`src/chg_pkg.sv`:
```
/*
 * Package for the battery charger control block: register offsets, field positions, reset values,
 * code tables and the carrier structs used by the block.
 * Assumes a classic Wishbone slave with 32-bit data and byte addresses.
 */
package chg_pkg;

    // ************************************************************
    // Register byte offsets.
    // ************************************************************
    localparam logic [7:0] CTRL_OFS = 8'h00;
    localparam logic [7:0] SETTING_OFS = 8'h04;
    localparam logic [7:0] IRQ_OFS = 8'h08;
    localparam logic [7:0] MASK_OFS = 8'h0c;
    localparam logic [7:0] SENSE_OFS = 8'h10;
    localparam logic [7:0] DECODE_OFS = 8'h14;

    // ************************************************************
    // Control register field positions.
    // ************************************************************
    localparam int FETOV_BIT = 0;
    localparam int FETSW_BIT = 1;
    localparam int REV_BIT = 2;
    localparam int PLDIS_BIT = 3;
    localparam int LED_BIT = 4;
    localparam int RESTART_BIT = 5;
    localparam int SWCHG_BIT = 6;
    localparam int ALLOW_BIT = 7;
    localparam int CYCL_BIT = 8;
    localparam int THERM_BIT = 9;
    localparam int POWER_LIMIT_SELECT_LSB = 10;

    // ************************************************************
    // Setting register field positions and reset values.
    // ************************************************************
    localparam int VSEL_LSB = 0;
    localparam int ISEL_LSB = 4;
    localparam logic [2:0] VSEL_RESET = 3'h3;
    localparam logic [3:0] ISEL_RESET = 4'h0;
    localparam logic [1:0] POWER_LIMIT_SELECT_RESET = 2'h0;
    localparam logic [3:0] ISEL_OFF = 4'h0;
    localparam logic [3:0] ISEL_FULL_ON = 4'hf;
    localparam logic [3:0] ISEL_LOW_DEFAULT = 4'h1;
    localparam logic [3:0] ISEL_STD_DEFAULT = 4'h6;
    localparam logic [1:0] FAULT_OV_PWR = 2'h1;
    localparam logic [1:0] FAULT_TIMEOUT = 2'h2;
    localparam logic [1:0] FAULT_TEMP = 2'h3;

    // ************************************************************
    // Interrupt flag positions.
    // ************************************************************
    localparam int NUM_IRQ = 8;
    localparam int IRQ_ATTACH = 0;
    localparam int IRQ_FAULT = 1;
    localparam int IRQ_USBOV = 2;
    localparam int IRQ_SHORT = 3;
    localparam int IRQ_REVCUR = 4;
    localparam int IRQ_CURTHR = 5;
    localparam int IRQ_REGMODE = 6;
    localparam int IRQ_WALL = 7;

    // ************************************************************
    // Code tables: millivolts, milliamps and milliwatts.
    // ************************************************************
    localparam logic [12:0] VOLT_MV [8] = '{13'd3800, 13'd4100, 13'd4150, 13'd4200,
                                            13'd4250, 13'd4300, 13'd4375, 13'd4450};
    localparam logic [10:0] CUR_MA [16] = '{11'd0, 11'd80, 11'd240, 11'd320, 11'd400, 11'd480,
                                            11'd560, 11'd640, 11'd720, 11'd800, 11'd880, 11'd960,
                                            11'd1040, 11'd1200, 11'd1600, 11'd0};
    localparam logic [10:0] PWR_MW [4] = '{11'd600, 11'd800, 11'd1000, 11'd1200};

    // ************************************************************
    // Carrier structs.
    // ************************************************************
    typedef struct packed {
        logic over_voltage;
        logic power_excess;
        logic timeout;
        logic temp_range;
        logic attach;
        logic usb_over_voltage;
        logic reverse_short;
        logic charge_current_comparator;
        logic battery_min_comparator;
        logic supply_rail_on_comparator;
        logic battery_on_comparator;
        logic recharge_cycle_comparator;
        logic wall_charger_detect_pin;
        logic serial_path;
        logic charge_done;
    } analog_t;

    typedef struct packed {
        logic battery_isolation_fet_drive;
        logic reverse_supply_enable;
        logic power_limiter_active;
        logic charge_led_output;
        logic charger_enabled;
        logic therm_check_enable;
        logic current_step_up;
        logic [2:0] voltage_code;
        logic [3:0] current_code;
        logic [1:0] power_limit_select;
    } drive_t;

endpackage

```
`src/battery_charger_control.sv`:
```
/*
 * Battery charger control: control and setting registers, charger state machine, interrupt flags
 * and sense bits, reached as a classic Wishbone slave.
 * Assumes the analog comparators and fault detectors arrive already synchronous to clk_i, and
 * that the analog loops act on the codes driven out.
 */

module battery_charger_control (
    input wire logic clk_i,
    input wire logic rst_i,
    input wire logic wb_cyc_i,
    input wire logic wb_stb_i,
    input wire logic wb_we_i,
    input wire logic [7:0] wb_adr_i,
    input wire logic [3:0] wb_sel_i,
    input wire logic [31:0] wb_dat_i,
    output logic [31:0] wb_dat_o,
    output logic wb_ack_o,
    input wire logic usb_source_i,
    input chg_pkg::analog_t analog_i,
    output chg_pkg::drive_t drive_o,
    output logic irq_o
);

    typedef enum logic [2:0] {
        ST_IDLE,
        ST_PRECHARGE,
        ST_CHARGE,
        ST_DONE,
        ST_FAULT
    } chg_state_t;

    // ************************************************************
    // Wishbone slave.
    // ************************************************************
    logic access;
    logic wr;
    logic [13:0] ctrl;
    logic [7:0] setting;
    logic [chg_pkg::NUM_IRQ-1:0] irq_flag;
    logic [chg_pkg::NUM_IRQ-1:0] irq_mask;
    logic [chg_pkg::NUM_IRQ-1:0] irq_event;
    logic [1:0] fault_sense;
    logic restart_pulse;
    chg_state_t state;
    chg_state_t next_state;
    logic [2:0] eff_vcode;
    logic [3:0] eff_icode;
    logic prev_attach;
    logic prev_usbov;
    logic prev_short;
    logic prev_curr;
    logic prev_wall;
    logic prev_cycl;
    logic any_fault;
    logic wr_ctrl;
    logic wr_setting;
    logic wr_irq;
    logic wr_mask;
    logic [31:0] ctrl_merged;
    logic [31:0] sense_word;

    assign access = wb_cyc_i && wb_stb_i && !wb_ack_o;
    assign wr = access && wb_we_i;

    // One strobe per register, raised in the cycle in which a write is taken.
    assign wr_ctrl = wr && wb_adr_i == chg_pkg::CTRL_OFS;
    assign wr_setting = wr && wb_adr_i == chg_pkg::SETTING_OFS && wb_sel_i[0];
    assign wr_irq = wr && wb_adr_i == chg_pkg::IRQ_OFS && wb_sel_i[0];
    assign wr_mask = wr && wb_adr_i == chg_pkg::MASK_OFS && wb_sel_i[0];

    // Merges one write into a register according to the byte enables.
    function automatic logic [31:0] merge(input logic [31:0] old, input logic [31:0] data,
                                          input logic [3:0] sel);
        logic [31:0] res;
        res = old;
        for (int i = 0; i < 4; i++) begin
            if (sel[i]) begin
                res[i*8 +: 8] = data[i*8 +: 8];
            end
        end
        return res;
    endfunction

    assign ctrl_merged = merge({18'h00000, ctrl}, wb_dat_i, wb_sel_i);

    always_ff @(posedge clk_i) begin
        if (rst_i) begin
            wb_ack_o <= 1'b0;
        end else begin
            wb_ack_o <= access;
        end
    end

    always_ff @(posedge clk_i) begin
        if (rst_i) begin
            ctrl <= {chg_pkg::POWER_LIMIT_SELECT_RESET, 12'h000};
        end else if (wr_ctrl) begin
            ctrl <= ctrl_merged[13:0];
            ctrl[chg_pkg::RESTART_BIT] <= 1'b0;
        end
    end

    // Restart is a write-one strobe; the stored bit always reads zero.
    assign restart_pulse = wr && wb_adr_i == chg_pkg::CTRL_OFS && wb_sel_i[0]
                           && wb_dat_i[chg_pkg::RESTART_BIT];

    always_ff @(posedge clk_i) begin
        if (rst_i) begin
            setting <= {chg_pkg::ISEL_RESET, 1'b0, chg_pkg::VSEL_RESET};
        end else if (wr_setting) begin
            setting <= wb_dat_i[7:0];
        end
    end

    always_ff @(posedge clk_i) begin
        if (rst_i) begin
            irq_mask <= '1;
        end else if (wr_mask) begin
            irq_mask <= wb_dat_i[chg_pkg::NUM_IRQ-1:0];
        end
    end

    // ************************************************************
    // Read path.
    // ************************************************************
    always_ff @(posedge clk_i) begin
        if (rst_i) begin
            wb_dat_o <= 32'h00000000;
        end else if (access && !wb_we_i) begin
            case (wb_adr_i)
                chg_pkg::CTRL_OFS: wb_dat_o <= {18'h00000, ctrl};
                chg_pkg::SETTING_OFS: wb_dat_o <= {24'h000000, setting};
                chg_pkg::IRQ_OFS: wb_dat_o <= {24'h000000, irq_flag};
                chg_pkg::MASK_OFS: wb_dat_o <= {24'h000000, irq_mask};
                chg_pkg::SENSE_OFS: wb_dat_o <= sense_word;
                chg_pkg::DECODE_OFS: wb_dat_o <= {8'h00,
                    chg_pkg::CUR_MA[eff_icode], chg_pkg::VOLT_MV[eff_vcode]};
                default: wb_dat_o <= 32'h00000000;
            endcase
        end
    end

    function automatic logic [2:0] chg_state_code(input chg_state_t s);
        return 3'(s);
    endfunction

    // Status word: fault mode, charger enabled, wall pin, wiring and state code.
    always_comb begin
        sense_word = 32'h00000000;
        sense_word[1:0] = fault_sense;
        sense_word[2] = drive_o.charger_enabled;
        sense_word[3] = analog_i.wall_charger_detect_pin;
        sense_word[4] = analog_i.serial_path;
        sense_word[7:5] = chg_state_code(state);
    end

    // ************************************************************
    // Charger state machine.
    // ************************************************************
    assign any_fault = analog_i.over_voltage || analog_i.power_excess || analog_i.timeout
                       || (analog_i.temp_range && !ctrl[chg_pkg::THERM_BIT]);

    always_comb begin
        next_state = state;
        case (state)
            ST_IDLE: begin
                if (analog_i.attach) begin
                    next_state = ST_PRECHARGE;
                end
            end
            ST_PRECHARGE: begin
                if (analog_i.battery_min_comparator) begin
                    next_state = ST_CHARGE;
                end
            end
            ST_CHARGE: begin
                if (analog_i.charge_done || !analog_i.charge_current_comparator) begin
                    next_state = ST_DONE;
                end else if (!analog_i.battery_min_comparator) begin
                    next_state = ST_PRECHARGE;
                end
            end
            ST_DONE: begin
                if (!ctrl[chg_pkg::CYCL_BIT] && !analog_i.recharge_cycle_comparator) begin
                    next_state = ST_CHARGE;
                end
            end
            ST_FAULT: begin
                if (!any_fault) begin
                    next_state = ST_PRECHARGE;
                end
            end
            default: next_state = ST_IDLE;
        endcase
        if (!analog_i.attach) begin
            next_state = ST_IDLE;
        end else if (any_fault) begin
            next_state = ST_FAULT;
        end
    end

    always_ff @(posedge clk_i) begin
        if (rst_i || restart_pulse) begin
            state <= ST_IDLE;
        end else begin
            state <= next_state;
        end
    end

    always_ff @(posedge clk_i) begin
        if (rst_i) begin
            fault_sense <= 2'h0;
        end else if (analog_i.over_voltage || analog_i.power_excess) begin
            fault_sense <= chg_pkg::FAULT_OV_PWR;
        end else if (analog_i.timeout) begin
            fault_sense <= chg_pkg::FAULT_TIMEOUT;
        end else if (analog_i.temp_range && !ctrl[chg_pkg::THERM_BIT]) begin
            fault_sense <= chg_pkg::FAULT_TEMP;
        end else if (state != ST_FAULT) begin
            fault_sense <= 2'h0;
        end
    end

    // ************************************************************
    // Effective settings and drives.
    // ************************************************************
    always_comb begin
        eff_vcode = setting[chg_pkg::VSEL_LSB +: 3];
        eff_icode = setting[chg_pkg::ISEL_LSB +: 4];
        if (!ctrl[chg_pkg::SWCHG_BIT] && !ctrl[chg_pkg::ALLOW_BIT]) begin
            eff_vcode = chg_pkg::VSEL_RESET;
            if (state == ST_PRECHARGE || usb_source_i) begin
                eff_icode = chg_pkg::ISEL_LOW_DEFAULT;
            end else begin
                eff_icode = chg_pkg::ISEL_STD_DEFAULT;
            end
        end
        if (state == ST_IDLE || state == ST_DONE || state == ST_FAULT) begin
            eff_icode = chg_pkg::ISEL_OFF;
        end
    end

    always_ff @(posedge clk_i) begin
        if (rst_i) begin
            drive_o <= '0;
        end else begin
            if (ctrl[chg_pkg::FETOV_BIT]) begin
                drive_o.battery_isolation_fet_drive <= !ctrl[chg_pkg::FETSW_BIT];
            end else begin
                drive_o.battery_isolation_fet_drive <= (eff_icode != chg_pkg::ISEL_FULL_ON)
                    && (!analog_i.serial_path || (analog_i.supply_rail_on_comparator
                    && analog_i.battery_on_comparator));
            end
            drive_o.reverse_supply_enable <= ctrl[chg_pkg::REV_BIT];
            drive_o.power_limiter_active <= !ctrl[chg_pkg::PLDIS_BIT] && !ctrl[chg_pkg::REV_BIT];
            drive_o.charge_led_output <= ctrl[chg_pkg::LED_BIT]
                && (state == ST_CHARGE || state == ST_PRECHARGE);
            drive_o.charger_enabled <= eff_icode != chg_pkg::ISEL_OFF;
            drive_o.therm_check_enable <= !ctrl[chg_pkg::THERM_BIT];
            drive_o.current_step_up <= analog_i.battery_min_comparator;
            drive_o.voltage_code <= eff_vcode;
            drive_o.current_code <= eff_icode;
            drive_o.power_limit_select <= ctrl[chg_pkg::POWER_LIMIT_SELECT_LSB +: 2];
        end
    end

    // ************************************************************
    // Interrupt flags: set wins over a write-one clear.
    // ************************************************************
    always_ff @(posedge clk_i) begin
        if (rst_i) begin
            {prev_attach, prev_usbov, prev_short, prev_curr, prev_wall, prev_cycl} <= 6'h00;
        end else begin
            prev_attach <= analog_i.attach;
            prev_usbov <= analog_i.usb_over_voltage;
            prev_short <= analog_i.reverse_short;
            prev_curr <= analog_i.charge_current_comparator;
            prev_wall <= analog_i.wall_charger_detect_pin;
            prev_cycl <= analog_i.recharge_cycle_comparator;
        end
    end

    always_comb begin
        irq_event = '0;
        irq_event[chg_pkg::IRQ_ATTACH] = analog_i.attach != prev_attach;
        irq_event[chg_pkg::IRQ_FAULT] = any_fault && state != ST_FAULT;
        irq_event[chg_pkg::IRQ_USBOV] = analog_i.usb_over_voltage && !prev_usbov;
        irq_event[chg_pkg::IRQ_SHORT] = analog_i.reverse_short && !prev_short
                                        && ctrl[chg_pkg::REV_BIT];
        irq_event[chg_pkg::IRQ_REVCUR] = !analog_i.charge_current_comparator && prev_curr
                                         && ctrl[chg_pkg::REV_BIT];
        irq_event[chg_pkg::IRQ_CURTHR] = analog_i.charge_current_comparator != prev_curr;
        irq_event[chg_pkg::IRQ_REGMODE] = analog_i.recharge_cycle_comparator != prev_cycl;
        irq_event[chg_pkg::IRQ_WALL] = analog_i.wall_charger_detect_pin != prev_wall;
    end

    for (genvar g = 0; g < chg_pkg::NUM_IRQ; g++) begin : g_flag
        always_ff @(posedge clk_i) begin
            if (rst_i) begin
                irq_flag[g] <= 1'b0;
            end else if (irq_event[g]) begin
                irq_flag[g] <= 1'b1;
            end else if (wr_irq && wb_dat_i[g]) begin
                irq_flag[g] <= 1'b0;
            end
        end
    end

    // ************************************************************
    // Interrupt output.
    // ************************************************************
    // A level: it stays up until software clears the flag or masks it.
    assign irq_o = |(irq_flag & ~irq_mask);

endmodule

```
`config.mk`:
```
export PLATFORM = sky130hd
export DESIGN_NAME = battery_charger_control
export DESIGN_NICKNAME = d
export VERILOG_FILES = /design/src/chg_pkg.sv /design/src/battery_charger_control.sv
export SDC_FILE = /design/constraint.sdc
export NUM_CORES = 1
export LEC_CHECK = 0
export ABC_AREA = 1
export BUFFER_PORTS_ARGS = -buffer_cell sky130_fd_sc_hd__buf_2
export CORE_UTILIZATION = 47
export DETAILED_ROUTE_END_ITERATION = 7
export GPL_TIMING_DRIVEN = 0
export HOLD_SLACK_MARGIN = 0.12
export PLACE_DENSITY = 0.75
export REMOVE_ABC_BUFFERS = 1
export SLEW_MARGIN = 25
export SYNTH_ARGS = -nofsm -noshare
export SYNTH_HDL_FRONTEND = slang
export SYNTH_SLANG_ARGS = --single-unit
```
`constraint.sdc`:
```
create_clock -name clk_i -period 1.8 [get_ports clk_i]
set_input_delay 0.09 -clock clk_i [delete_from_list [all_inputs] [get_ports clk_i]]
set_output_delay 0.09 -clock clk_i [all_outputs]
set_load 0.02 [all_outputs]
```
# Word-level counts from Yosys, hierarchy flattened
# Memories as Yosys holds them, arrays and structs flattened.
# Cells that the tools add are included.
# classes
magnitude_cmp,2
eq_ne,21
muxes,36
n_bitwise,5
reduce_logical,80
# op_table
operator,count
$pmux 24 s6,1
$logic_and 1x1->1,34
$mux 13,2
$mux 11,2
$mux 3,7
$mux 1,18
$eq 8x4->1 const B,2
$eq 8x5->1 const B,2
$reduce_bool 2->1,8
$logic_not 1->1,14
$ne 3x3->1 const B,4
$pmux 3 s4,1
$logic_or 1x1->1,10
$and 8x8->8,1
$eq 8x3->1 const B,1
$logic_not 8->1,1
$mux 4,2
$ne 4x4->1 const B,2
$not 8->8,1
$reduce_bool 4->1,2
$reduce_or 8->1,1
$eq 3x2->1 const B,2
$mux 2,3
$reduce_and 3->1,2
14 further kinds,21
# totals
reg_bits,97
mem_bits_ro,280
inputBits,65
memories,2
# mem_list
name,depth,word_bits,read_ports,rd_ports_with_merged_regs,wr,line,rtl
(name not given),16,11,1,0,0,battery_charger_control.sv:138,"chg_pkg::CUR_MA[eff_icode], chg_pkg::VOLT_MV[eff_vcode]};"
(name not given),8,13,1,0,0,battery_charger_control.sv:138,

# Depth between registers and ports, before layout
# logic_depth
depth_word,10
ltp_mapped,14
mapped_depth_nobuf,14

# Worst setup path before layout
# No wires, ideal clock.
# synth_timing
path_type,register to register
from,register ctrl[7]
to,register wb_dat_o[18]
t_arrival_ns,1.580
t_required_ns,1.666
slack_ns,0.086
stages_incl_launch_ff,12
n_path_buf,0
path_cell_list,dfxtp_1 nor2_1 nor2_1 nor2_1 nand2_1 ha_1 inv_1 nand3_1 nand2_1 nand2_1 nand3_1 a21oi_1
# synth_between
elab_chain_cells,9
# synth_rtl
item,line,rtl
from (decl),battery_charger_control.sv:38,logic [13:0] ctrl;
from (signal assigned),battery_charger_control.sv:97,"ctrl <= {chg_pkg::POWER_LIMIT_SELECT_RESET, 12'h000};"
from (signal assigned),battery_charger_control.sv:99,ctrl <= ctrl_merged[13:0];
$logic_not 1->1,battery_charger_control.sv:231,if (!ctrl[chg_pkg::SWCHG_BIT] && !ctrl[chg_pkg::ALLOW_BIT]) begin
$logic_and 1x1->1,battery_charger_control.sv:231,
$mux 4,battery_charger_control.sv:231,
$mux 4,battery_charger_control.sv:239,if (state == ST_IDLE || state == ST_DONE || state == ST_FAULT) begin
$not 4->5 (not written as such),battery_charger_control.sv:138,
$mem_v2 16x11,n/a,
$mux 11 (not written as such) (2 in a row),battery_charger_control.sv:138,
$pmux 24 s6,battery_charger_control.sv:131,case (wb_adr_i)
to (signal assigned),battery_charger_control.sv:132,"chg_pkg::CTRL_OFS: wb_dat_o <= {18'h00000, ctrl};"
to (signal assigned),battery_charger_control.sv:133,"chg_pkg::SETTING_OFS: wb_dat_o <= {24'h000000, setting};"
to (signal assigned),battery_charger_control.sv:134,"chg_pkg::IRQ_OFS: wb_dat_o <= {24'h000000, irq_flag};"
to (decl),battery_charger_control.sv:17,"output logic [31:0] wb_dat_o,"
# No other way between the ends. The select of a mux whose other input is x is not followed.
# A chain may end at the register's enable or synchronous reset.

# Final worst setup path
# layout_timing
from,register ctrl[6]
to,register wb_dat_o[17]
# The elaborated chain is that of the path after synthesis.

==> run metrics <==
status=complete, no violations; placed inst area=4600 um2; Tightest Pin Transition=0.931 ns; Rows=34; minimum clock period=1.69 ns; r2r setup slk=0.11 ns; most frequent cells in the layout=nand2_1 (121), buf_2 (83), dfxtp_1 (81); final WL=11.3 mm; crit end category=flop; Die Ht=96.3 um; Final Hold Fails=0; post-route cell area=5270 um2; Multi-input gate area=2140 um2; setup violators final=0; max cap viols=0; clock transition at the registers of the reported paths=0.10 ns; share of cells above drive strength 1=22.9%; nets@finish=775; Core ar.=8680 um2; Final Non-Filler Cells=814; initial drt markers=223; vias in the first global route=3775; DRT antenna net count=0; ant diodes=0; RSZ-0062 raised after global routing=yes; Clk Latency, worst-skew pair=0.37 ns; Tcrit/Tclk final=94.1%; Total Routing Usage GR=25.3%; die width=96.3 um; number of iterations in the first detailed-routing pass=5; Slew HR=37.9%; critical-path maximum fanout=7; worst vdd ir=0.000507 V; post-DR vias/cell=5.12; Critical Path RT=2.09 ns; Synth cell types=35; Num CTS Buffers=9; Fin Hold WS=0.154 ns; power per cell area=692 nW/um2; Starting Density=48.2%; CTS tree=done; skew final=0.0145 ns; detailed placement HPWL=7.85 mm; Critical Path Sink=wb_dat_o[17]; syn avg cell area=7.10 um2; Setup crit start=ctrl[6]; Port Buffers=83; initial antenna violation count=0; CTS Buffer Depth=2; Reg2Reg Depth=13; yosys warns=0; fmax=0.590 GHz; # DRC=0; Die Footprint=9280 um2; Avg WL per Cell=13.9 um; H-tree depth=3; sequential area share after synthesis=41.2%; Reg-to-Reg Start=ctrl[6]; Top Ports=115; leakage=2.52 nW; largest net degree at the start of global routing=49; Final Wtd Congestion=0.907; commonest non-fill, non-tap cell in the layout=nand2_1; register area=1740 um2; Area growth syn-to-layout=25.9%; first-pass GRT wire length=17.7 mm; clock root buffer=clkbuf_8; Synth Cell Area=4180 um2; Slew Viols, Final=0; HP Class=in -> reg; r2r endpoint=wb_dat_o[17]; Sink Count=86; grt ovf=0; placed cell count=762; Syn Inst Count=589; vias=4166; # fillers=810; Worst setup SP type=flop; critical path arrival=1.99 ns; Synth Register Bits=86; CP Class=reg -> reg
-- worst min path at each step --
stage	start	end	slack (ns)	cells past startpoint
6_report	analog_i[13]	irq_flag[1]	0.15	5
5_1_grt	analog_i[13]	irq_flag[1]	0.19	5
4_1_cts	analog_i[10]	state[0]	0.02	3
3_5_place_dp	analog_i[9]	prev_usbov	0.32	3
3_3_place_gp	analog_i[8]	prev_short	0.30	3
2_1_floorplan	rst_i	wb_dat_o[17]	0.15	1
-- final cells by class --
type,instances,share of cell area (%)
multi-input combinational,408,40.6
clock buffer,9,2.35
clock inverter,7,1.26
sequential,86,33.0
inverter,78,5.89
timing repair buffer,118,14.4
tap,108,2.57
-- what timing repair did --
action	4_1_cts	5_1_grt
buffers inserted	0	4
gates cloned	1	0
endpoints found under the setup margin	21	9
pin swaps	1	5
gates resized for setup	12	26
hold endpoints to repair	49	2
hold buffers	30	1
-- flip-flops by register name, indices dropped and copies added, names as in the netlist --
| register | count |
|---|---|
| ctrl | 13 |
| drive_o | 16 |
| fault_sense | 2 |
| irq_flag | 8 |
| irq_mask | 8 |
| prev_attach | 1 |
| prev_curr | 1 |
| prev_cycl | 1 |
| prev_short | 1 |
| prev_usbov | 1 |
| prev_wall | 1 |
| setting | 8 |
| state | 3 |
| wb_ack_o | 1 |
| wb_dat_o | 21 |
-- cells by family after synthesis --
| logic type | Yosys count | synth area share [%] |
|---|---|---|
| compound gates | 122 | 16.4 |
| fa+ha+maj | 9 | 2.69 |
| flops | 86 | 41.2 |
| buf+inv | 106 | 11.3 |
| xor+xnor | 3 | 0.628 |
| other cells | 1 | 0.0897 |
| simple gates | 262 | 27.7 |
-- layer usage --
metal	wire length, um	up-vias	track usage, %
met5	0	-	0
met4	314	0	11.8
met3	598	24	3.79
met2	5460	160	43.1
met1	4940	1887	31.3
li1	-	2095	-
-- critical path: stages, from the launching register on --
cell     delay [ns]
dfxtp_4        0.39
inv_4          0.06
nand2_4        0.07
nor2_4         0.11
nand2_4        0.10
nand2_4        0.11
nand2_8        0.08
ha_4           0.27
inv_1          0.05
nand2_1        0.09
nand3_1        0.07
nand2_1        0.06
nand2_1        0.05
a21oi_2        0.10
-- where the power goes --
| part | switching [W] | internal, W | leakage [nW] | total [W] |
|---|---|---|---|---|
| clock | 0.000793 | 0.000537 | 0.0918 | 0.00133 |
| combinational | 0.000214 | 0.000142 | 1.73 | 0.000356 |
| sequential | 0.0000196 | 0.00194 | 0.703 | 0.00196 |
-- through the flow --
stage | TNS (ns) | power, W | utilization, % | worst slack, ns
2_1_floorplan | -0.905 | 0.00216 | - | -0.166
3_3_place_gp | -19.83 | 0.00228 | 53.0 | -0.789
3_5_place_dp | -13.30 | 0.00229 | 53.0 | -0.481
4_1_cts | -0.259 | 0.00365 | 59.1 | -0.0905
5_1_grt | -0.0208 | 0.00380 | 60.7 | -0.0121
6_report | 0 | 0.00364 | 60.7 | 0.106
-- cell usage after synthesis --
master       n  area [um2]
nand4_1      2        12.5
nor3_1       3        15.0
a21oi_1     47         235
nand3b_1     5        37.5
clkinv_2     1        5.00
o21ai_0     36         180
a211oi_1     1        7.51
o22ai_1      5        31.3
nor2_4       5        56.3
inv_4        1        6.26
buf_6        2        22.5
dfxtp_1     86        1720
buf_4       13        97.6
nand3_1     36         180
o211ai_1    13        97.6
a221oi_1     1        8.76
nor2_1      69         259
xnor2_1      3        26.3
nand2_2      7        43.8
nand2_4      4        45.0
o2111ai_1    1        8.76
ha_1         9         113
a21oi_2      4        35.0
clkbuf_1    10        37.5
a31oi_1      1        6.26
nand2_1    124         465
o221ai_1     1        8.76
buf_2        3        15.0
conb_1       1        3.75
o21bai_1     2        15.0
nor2_2       7        43.8
inv_1       66         248
inv_2        9        33.8
o21ai_1     10        50.1
inv_6        1        8.76
Power figures use the tool's default switching activity.
